File: config.mk
export PLATFORM = sky130hd
export DESIGN_NAME = spd_top
export DESIGN_NICKNAME = d
export VERILOG_FILES = /design/src/shared/spd_pkg.sv /design/src/spd_evid.sv /design/src/spd_top.sv
export SDC_FILE = /design/constraint.sdc
export NUM_CORES = 1
export LEC_CHECK = 0
export BUFFER_PORTS_ARGS = -buffer_cell sky130_fd_sc_hd__clkbuf_2
export CAP_MARGIN = 20
export CORE_MARGIN = 2
export CORE_UTILIZATION = 35
export CTS_BUF_LIST = sky130_fd_sc_hd__clkbuf_4
export DETAILED_ROUTE_END_ITERATION = 12
export GPL_TIMING_DRIVEN = 1
export SLEW_MARGIN = 25
export SYNTH_ARGS = -nofsm -noshare
export SYNTH_HDL_FRONTEND = slang
export SYNTH_HIERARCHICAL = 1
export SYNTH_SLANG_ARGS = --single-unit
File: constraint.sdc
create_clock -name clk -period 2.64 [get_ports clk]
set_clock_uncertainty 0.1 [all_clocks]
set_input_delay 0.396 -clock clk [delete_from_list [all_inputs] [get_ports clk]]
set_output_delay 0.396 -clock clk [all_outputs]
set_load 0.03 [all_outputs]
File: src/shared/spd_pkg.sv
// constants and types for the bank-0 data port and interrupt enable block
package spd_pkg;
	localparam logic [2:0] OFS_DATA = 3'h0;
	localparam logic [2:0] OFS_IE = 3'h1;
	localparam logic [2:0] OFS_EVID = 3'h2;
	localparam logic [7:0] IE_RESET = 8'h00;
	localparam logic [7:0] EVID_RESET = 8'h01;
	localparam int IE_RX = 0;
	localparam int IE_TX = 1;
	localparam int IE_LS = 2;
	localparam int IE_MS = 3;
	localparam int IE_DMA = 4;
	localparam int IE_TXEMP = 5;
	localparam logic [3:0] ID_NONE = 4'h1;
	localparam logic [3:0] ID_LS = 4'h6;
	localparam logic [3:0] ID_RX = 4'h4;
	localparam logic [3:0] ID_TOUT = 4'hc;
	localparam logic [3:0] ID_TX = 4'h2;
	localparam logic [3:0] ID_MS = 4'h0;
	typedef enum logic [1:0] {
		SPD_MODE_NONEXT = 2'b00,
		SPD_MODE_EXT = 2'b01,
		SPD_MODE_CIR = 2'b10
	} spd_mode_t;
endpackage

File: src/spd_evid.sv
// event identification encoder for non-extended and extended modes
`timescale 1ns/1ps
module spd_evid
	import spd_pkg::*;
(
	input wire spd_mode_t mode,
	input wire logic fifo_en,
	input wire logic [7:0] ie,
	input wire logic ls_p,
	input wire logic rx_p,
	input wire logic tout_p,
	input wire logic tx_p,
	input wire logic ms_p,
	input wire logic dma_p,
	input wire logic temp_p,
	output logic [7:0] evid,
	output logic irq,
	output logic tx_is_top
);
	logic [3:0] code;
	always_comb begin
		code = ID_NONE;
		tx_is_top = 1'b0;
		irq = 1'b0;
		if (mode == SPD_MODE_NONEXT) begin
			// four levels, highest pending enabled source reported
			if (ls_p && ie[IE_LS]) begin
				code = ID_LS;
			end else if (rx_p && ie[IE_RX]) begin
				code = ID_RX;
			end else if (tout_p && ie[IE_RX]) begin
				code = ID_TOUT;
			end else if (tx_p && ie[IE_TX]) begin
				code = ID_TX;
				tx_is_top = 1'b1;
			end else if (ms_p && ie[IE_MS]) begin
				code = ID_MS;
			end
			irq = (code != ID_NONE);
			// bit 0 low while pending
			evid = {fifo_en, fifo_en, 2'b00, code};
		end else begin
			evid = {2'b00, temp_p, dma_p, ms_p, ls_p, tx_p, rx_p | tout_p};
			irq = ((rx_p | tout_p) & ie[IE_RX])
				| (tx_p & ie[IE_TX])
				| (ls_p & ie[IE_LS])
				| (ms_p & ie[IE_MS])
				| (dma_p & ie[IE_DMA])
				| (temp_p & ie[IE_TXEMP]);
		end
	end
endmodule

File: src/spd_top.sv
// bank-0 data port, interrupt enable and event identification
// Contract
// - data port reads go to receive side, writes to transmit side
// - data read returns holding register or oldest receive fifo entry
// - data write loads holding register or pushes transmit fifo
// - dma cycles always reach the data ports regardless of bank
// - enable bits 5..4 writable only in extended mode, else zero; bits 7..6 always zero
// - reset gives non-extended layout with all enables zero
// - non-extended bit 0 gates high-level 0100 and timeout 1100
// - non-extended bit 1 gates transmit low level 0010
// - non-extended bit 2 gates link status 0110
// - non-extended bit 3 gates modem status 0000
// - extended bit 0 gates receive threshold or timeout
// - extended bit 1 gates transmit below threshold or holding empty
// - extended bit 4 gates dma terminal count
// - extended bit 5 gates transmitter and fifo empty
// - consumer ir bit 2 gates link status or underrun
// - identification read and fifo control write share an address
// - non-extended mode reports highest of four priority levels
// - non-extended identification bit 0 low when pending, resets to one
// - data port at 00h, identification/fifo control at 02h
// - transmit low level clears on top-priority id read or tx write
`timescale 1ns/1ps
module spd_top
	import spd_pkg::*;
(
	input wire logic clk,
	input wire logic rst_n,
	input wire logic clk_en,
	input wire logic [2:0] addr,
	input wire logic bank0,
	input wire logic cpu_rd,
	input wire logic cpu_wr,
	input wire logic [7:0] wdata,
	input wire logic dma_rd,
	input wire logic dma_wr,
	input wire logic extended_mode_select,
	input wire logic cir_mode,
	input wire logic cir_transmit,
	input wire logic fifo_en,
	input wire logic [7:0] rx_data,
	input wire logic rx_ready,
	input wire logic rx_tout,
	input wire logic tx_low,
	input wire logic link_status_event,
	input wire logic tx_underrun,
	input wire logic modem_status_event,
	input wire logic dma_tc,
	input wire logic dma_enabled,
	input wire logic tx_all_empty,
	output logic [7:0] rdata,
	output logic rx_pop,
	output logic tx_push,
	output logic [7:0] tx_data,
	output logic fifo_control_wr,
	output logic [7:0] fifo_control,
	output logic irq
);
	logic [7:0] interrupt_enable_reg;
	logic [7:0] rdata_next;
	logic [7:0] evid;
	logic irq_next;
	logic tx_is_top;
	logic tx_pend_reg;
	logic dma_pend_reg;
	logic tx_src;
	logic ls_src;
	logic cpu_data_sel;
	logic cpu_evid_rd;
	logic data_rd;
	logic data_wr;
	spd_mode_t mode;

	function automatic logic hit(input logic [2:0] a, input logic [2:0] ofs, input logic b);
		hit = b && (a == ofs);
	endfunction

	always_comb begin
		if (!extended_mode_select) begin
			mode = SPD_MODE_NONEXT;
		end else if (cir_mode) begin
			mode = SPD_MODE_CIR;
		end else begin
			mode = SPD_MODE_EXT;
		end
	end

	assign cpu_data_sel = hit(addr, OFS_DATA, bank0);
	assign cpu_evid_rd = cpu_rd && hit(addr, OFS_EVID, bank0);
	assign data_rd = (cpu_rd && cpu_data_sel) || dma_rd;
	assign data_wr = (cpu_wr && cpu_data_sel) || dma_wr;

	// link status in consumer ir covers underrun during transmission
	assign ls_src = (mode == SPD_MODE_CIR && cir_transmit) ? tx_underrun
		: link_status_event;
	// non-extended transmit source is a latched event, cleared by id read or write
	assign tx_src = (mode == SPD_MODE_NONEXT) ? tx_pend_reg : tx_low;

	always_ff @(posedge clk) begin
		if (!rst_n) begin
			interrupt_enable_reg <= IE_RESET;
		end else if (clk_en) begin
			if (!extended_mode_select) begin
				if (cpu_wr && hit(addr, OFS_IE, bank0)) begin
					interrupt_enable_reg <= {4'h0, wdata[3:0]};
				end else begin
					interrupt_enable_reg[7:4] <= 4'h0;
				end
			end else if (cpu_wr && hit(addr, OFS_IE, bank0)) begin
				interrupt_enable_reg <= {2'b00, wdata[5:0]};
			end
		end
	end

	// set wins over clear: rising low level re-arms even in the clear cycle
	logic tx_low_d_reg;
	always_ff @(posedge clk) begin
		if (!rst_n) begin
			tx_pend_reg <= 1'b0;
			tx_low_d_reg <= 1'b0;
		end else if (clk_en) begin
			tx_low_d_reg <= tx_low;
			if (tx_low && !tx_low_d_reg) begin
				tx_pend_reg <= 1'b1;
			end else if (data_wr || (cpu_evid_rd && tx_is_top)) begin
				tx_pend_reg <= 1'b0;
			end else if (!tx_low) begin
				tx_pend_reg <= 1'b0;
			end
		end
	end

	// dma event clears on identification read; new count wins
	always_ff @(posedge clk) begin
		if (!rst_n) begin
			dma_pend_reg <= 1'b0;
		end else if (clk_en) begin
			if (dma_tc && dma_enabled) begin
				dma_pend_reg <= 1'b1;
			end else if (cpu_evid_rd) begin
				dma_pend_reg <= 1'b0;
			end
		end
	end

	spd_evid u_evid (
		.mode(mode),
		.fifo_en(fifo_en),
		.ie(interrupt_enable_reg),
		.ls_p(ls_src),
		.rx_p(rx_ready),
		.tout_p(rx_tout && fifo_en),
		.tx_p(tx_src),
		.ms_p(modem_status_event),
		.dma_p(dma_pend_reg),
		.temp_p(tx_all_empty),
		.evid(evid),
		.irq(irq_next),
		.tx_is_top(tx_is_top)
	);

	always_comb begin
		rdata_next = 8'h00;
		if (dma_rd) begin
			rdata_next = rx_data;
		end else if (cpu_rd && bank0) begin
			unique case (addr)
				OFS_DATA: rdata_next = rx_data;
				OFS_IE: rdata_next = interrupt_enable_reg;
				OFS_EVID: rdata_next = evid;
				default: rdata_next = 8'h00;
			endcase
		end
	end

	// registered outputs, one cycle after the strobe
	always_ff @(posedge clk) begin
		if (!rst_n) begin
			rdata <= 8'h00;
			rx_pop <= 1'b0;
			tx_push <= 1'b0;
			tx_data <= 8'h00;
			fifo_control_wr <= 1'b0;
			fifo_control <= 8'h00;
			irq <= 1'b0;
		end else if (clk_en) begin
			rdata <= rdata_next;
			rx_pop <= data_rd;
			tx_push <= data_wr;
			if (data_wr) begin
				tx_data <= wdata;
			end
			fifo_control_wr <= cpu_wr && hit(addr, OFS_EVID, bank0);
			if (cpu_wr && hit(addr, OFS_EVID, bank0)) begin
				fifo_control <= wdata;
			end
			irq <= irq_next;
		end
	end
endmodule

# ---- Yosys cells after proc, flatten, opt, wreduce, memory -nomap -nowiden
# Cells that the tools add are included.
dict set report op_classes {
  addsub 0
  mul 0
  div_mod_pow 0
  magnitude_cmp 0
  n_eq_ne 6
  n_shift 0
  n_mux 28
  bitwise_logic 12
  n_reduce_logical 32
}
# cell n
set ops {}
lappend ops {{8-bit 2-to-1 mux} 5}
lappend ops {{4-bit 2-to-1 mux} 6}
lappend ops {{8-bit case mux with 3 select lines} 1}
lappend ops {{1-bit logical AND} 19}
lappend ops {{1-bit 2-to-1 mux} 14}
lappend ops {{2-bit AND reduction} 6}
lappend ops {{1-bit bitwise AND} 6}
lappend ops {{1-bit bitwise OR} 6}
lappend ops {{2-bit 2-to-1 mux} 2}
lappend ops {{4-bit by 1-bit inequality test with 1-bit output, second input constant} 1}
lappend ops {{3-bit by 1-bit equality test with 1-bit output, second input constant} 1}
lappend ops {{3-bit by 2-bit equality test with 1-bit output, second input constant} 1}
lappend ops {{3-bit logical NOT} 1}
lappend ops {{1-bit logical OR} 3}
lappend ops {{3-bit by 1-bit inequality test with 1-bit output, second input constant} 1}
lappend ops {{2-bit equality test, second input constant} 1}
lappend ops {{2-bit logical NOT} 1}
lappend ops {{2-bit by 1-bit inequality test with 1-bit output, second input constant} 1}
lappend ops {{2-bit nonzero test} 1}
lappend ops {{1-bit logical NOT} 1}
dict set report totals {
  regBits 39
  latch_bits 0
  ram_bits 0
  mem_bits_ro 0
  input_bits 40
  out_inout_bits 28
  wordCells 90
  mem_count 0
}

# ---- Depth between registers and ports, before layout
dict set report logic_depth {
  ltp_word 14
  mapped_depth 9
  ltp_nobuf 9
}

# ---- Hierarchy
# Netlist, hierarchy kept.
# module n_inst cells_each area_each_um2
set modules_own_cells {}
lappend modules_own_cells {spd_top 1 218 1873.0}
lappend modules_own_cells {spd_evid 1 26 153.9}

# ---- Worst setup path after synthesis
# No wires, ideal clock.
dict set report synth_path {
  kind {input to register}
  from {in cir_mode}
  to {reg rdata[0]}
  setup_time_ns 0.081
  arrival_ns 1.869
  required_time_ns 2.459
  path_slack_ns 0.590
  stages 9
  cell_sequence {and2_1 nand2_1 mux2_2 a222oi_1 nand3_1 nand2_1 and3b_1 o211ai_1 a41oi_1}
}
# item line
set synth_rtl {}
lappend synth_rtl {{from (decl)} spd_top.sv:38} ;# input wire logic cir_mode,
lappend synth_rtl {{2-bit 2-to-1 mux} spd_top.sv:81} ;# end else if (cir_mode) begin
lappend synth_rtl {{2-bit 2-to-1 mux} spd_top.sv:79} ;# if (!extended_mode_select) begin
lappend synth_rtl {{2-bit equality test} spd_top.sv:94} ;# assign ls_src = (mode == SPD_MODE_CIR && cir_transmit) ? tx_underrun
lappend synth_rtl {{1-bit logical AND} spd_top.sv:94}
lappend synth_rtl {{1-bit 2-to-1 mux} spd_top.sv:94}
lappend synth_rtl {{net ls_src} spd_top.sv:67} ;# logic ls_src;
lappend synth_rtl {{1-bit logical AND} spd_evid.sv:27} ;# if (ls_p && ie[IE_LS]) begin
lappend synth_rtl {{4-bit 2-to-1 mux} spd_evid.sv:27}
lappend synth_rtl {{4-bit 2-to-1 mux} spd_evid.sv:25} ;# if (mode == SPD_MODE_NONEXT) begin
lappend synth_rtl {{8-bit 2-to-1 mux} spd_evid.sv:25}
lappend synth_rtl {{net evid[0]} spd_top.sv:61} ;# logic [7:0] evid;
lappend synth_rtl {{8-bit case mux with 3 select lines} spd_top.sv:167} ;# unique case (addr)
lappend synth_rtl {{8-bit 2-to-1 mux} spd_top.sv:166} ;# end else if (cpu_rd && bank0) begin
lappend synth_rtl {{8-bit 2-to-1 mux} spd_top.sv:164} ;# if (dma_rd) begin
lappend synth_rtl {{to (signal assigned)} spd_top.sv:187} ;# rdata <= rdata_next;
lappend synth_rtl {{to (decl)} spd_top.sv:51} ;# output logic [7:0] rdata,
# The timed path passes the listed nets, and every way through them passes these cells. The select of a mux whose other input is x is not followed.
# A chain may end at the register's enable or synchronous reset.

# ---- Worst setup path in the final report
dict set report layout_path {
  from {in extended_mode_select}
  to {reg rdata[0]}
}
# item line
set layout_rtl {}
lappend layout_rtl {{from (decl)} spd_top.sv:37} ;# input wire logic extended_mode_select,
lappend layout_rtl {{2-bit 2-to-1 mux} spd_top.sv:79}
lappend layout_rtl {{net mode[1]} spd_top.sv:72} ;# spd_mode_t mode;
lappend layout_rtl {{2-bit equality test} spd_top.sv:94}
lappend layout_rtl {{1-bit logical AND} spd_top.sv:94}
lappend layout_rtl {{1-bit 2-to-1 mux} spd_top.sv:94}
lappend layout_rtl {{net ls_src} spd_top.sv:67}
lappend layout_rtl {{1-bit logical AND} spd_evid.sv:27}
lappend layout_rtl {{4-bit 2-to-1 mux} spd_evid.sv:27}
lappend layout_rtl {{4-bit 2-to-1 mux} spd_evid.sv:25}
lappend layout_rtl {{8-bit 2-to-1 mux} spd_evid.sv:25}
lappend layout_rtl {{net evid[0]} spd_top.sv:61}
lappend layout_rtl {{8-bit case mux with 3 select lines} spd_top.sv:167}
lappend layout_rtl {{8-bit 2-to-1 mux} spd_top.sv:166}
lappend layout_rtl {{8-bit 2-to-1 mux} spd_top.sv:164}
# The timed path passes the listed nets, and every way through them passes these cells. The select of a mux whose other input is x is not followed.

==> metrics.yaml <==
worst_setup_path:
  path_common_cell: "nand2_1"
  cp-start-kind: "primary input"
  worstRegToRegCells: 7
  crit_path_end: "rdata[0]"
  critPathKind: "primary input to flip-flop"
  worst-path-max-fanout: 6
  crit_chain: "clkbuf_2 > and2_1 > nand2_1 > mux2_2 > a222oi_1 > nand3_1 > nand2_1 > and3b_1 > o211ai_1 > a41oi_1"
  slowest_delay_ns: 0.41
  crit_path_start: "extended_mode_select"
  arrival_ns: 2.13
  rr_startpoint: "tx_pend_reg"
  endpoint_kind: "flip-flop"
  cp.required_ns: 2.82
  ff2ff_setup_slack_ns: 0.86
  critPathSlowestCell: "a222oi_1"
  r2r_end: "rdata[0]"
floorplanning:
  ios: 68
  core_um2: 5540
  row_count: 27
  start_util_pct: 36.5
  fp.dieW_um: 80.0
  die_h_um: 80.0
  die_area_um2: 6400
placed_design:
  hpwlAfterDp_mm: 3.95
  dpl_cell_area_um2: 2370
  port_buffers: 67
  gp_congestion: 0.888
  place_inst: 364
clocking:
  htreeDepth: 2
  cts_tree: "done"
  cts_hold_buf: 0
  cts_root_buf: "clkbuf_4"
  cts_resized: 0
  clock-sinks: 37
  clk-insertion-delay-late_ns: 0.35
  cts_setup_buffers: 0
  clk_pin_slew_ns: 0.12
  cts.path.max_buffers: 2
  numCtsBuffers: 5
drt:
  drt-wirelength-per-cell_um: 14.5
  drt_pre_antenna_iters: 4
  wl_mm: 5.40
  vias: 1969
  remaining_drc_errors: 0
  antenna_violating_nets_post_route: 0
  drt_iter0_drc: 93
  viasPerCell: 5.29
cells_and_area:
  fin_cells: 372
  reg_top3: "fifo_control (8), rdata (8), tx_data (8)"
  area_growth_pct: 21.3
  n_antenna_cell: 0
  final_cell_area_um2: 2450
  fin_util_pct: 44.3
  layout_commonest_cell: "clkbuf_2"
  layout-drive-gt1-share_pct: 27.7
  fillers: 600
  layout_common_cells: "clkbuf_2 (67), dfxtp_1 (37), nand2_1 (32), nand3_1 (22), o21ai_0 (22)"
  nNetsFinal: 339
global_routing:
  grt_pass1_wl_mm: 8.79
  grt_pass1_vias: 1809
  grt_util_all_layers_pct: 17.7
  grt_max_degree: 47
  antenna_found_initial: 0
  grt_overflow: 0
pwr:
  p_per_area_nw_per_um2: 495
  p_leak_nw: 1.08
  ir_drop_uv: 333
logic_synthesis:
  syn_nets: 283
  syn_area_per_cell_um2: 8.33
  syn_area_um2: 2020
  synth_warnings: 6
  netlist_instances: 243
timing:
  finalSetupViolCount: 0
  post-route-period-util_pct: 73.8
  hold_violations: 0
  worst_slew_pin_slew_ns: 0.793
  relSlewSlack_pct: 47.1
  rsz0062_at_grt: "false"
  drv_slew: 0
  tns_ns: 0
  fmax_mhz: 513
  fin_crit_ns: 1.95
min_path:
  hp-class: "primary input to flip-flop"
outcome:
  status: "complete, no violations"
job:
  drv_cap: 0
## how the worst min path moves through the flow
| stage | endpoint | slack (ns) | cells after the start | startpoint |
|---|---|---|---|---|
| global route | tx_data[7] | 0.17 | 3 | wdata[7] |
| finish | fifo_control[6] | 0.18 | 3 | wdata[6] |
| global placement | tx_data[6] | 0.35 | 2 | tx_data[6] |
| detailed placement | tx_data[0] | 0.35 | 2 | tx_data[0] |
| floorplan | interrupt_enable_reg[3] | 0.37 | 2 | interrupt_enable_reg[3] |
| CTS | tx_data[7] | 0.16 | 3 | wdata[7] |
## where the power goes
part           switching (mW)  internal, mW
registers              0.0103         0.579
clock network           0.204         0.212
logic                   0.132        0.0786
total                   0.346         0.869
## layer usage
metal	part of all wire, %	up-vias	GRT usage (%)
met5	0	-	0
met2	45	61	27.2
met1	46	906	24.1
li1	-	1000	-
met3	8.4	2	5.54
met4	0.46	0	4.07
## critical path: cells and delay by family
kind            cells  cell delay, ns
simple gates        5            0.58
mux                 1            0.35
compound gates      3            0.67
buf+inv             1            0.13
## final cells by class
cell class | instances | area [um^2] | share of cell area (%)
Tap cell | 72 | 90.1 | 3.67
Inverter | 2 | 7.51 | 0.306
Timing Repair Buffer | 71 | 365 | 14.9
Multi-Input combinational cell | 182 | 1170 | 47.5
Clock buffer | 6 | 45.0 | 1.84
Clock inverter | 2 | 38.8 | 1.58
Sequential cell | 37 | 741 | 30.2
## stage by stage
step	power, mW	worst slack, ns	hold slack, ns
detailed placement	0.813	0.314	0.352
global route	1.28	0.517	0.172
finish	1.22	0.691	0.179
global placement	0.812	0.353	0.346
CTS	1.23	0.686	0.160
floorplan	0.739	0.590	0.365
No activity file was read; power rests on OpenSTA's default activity.
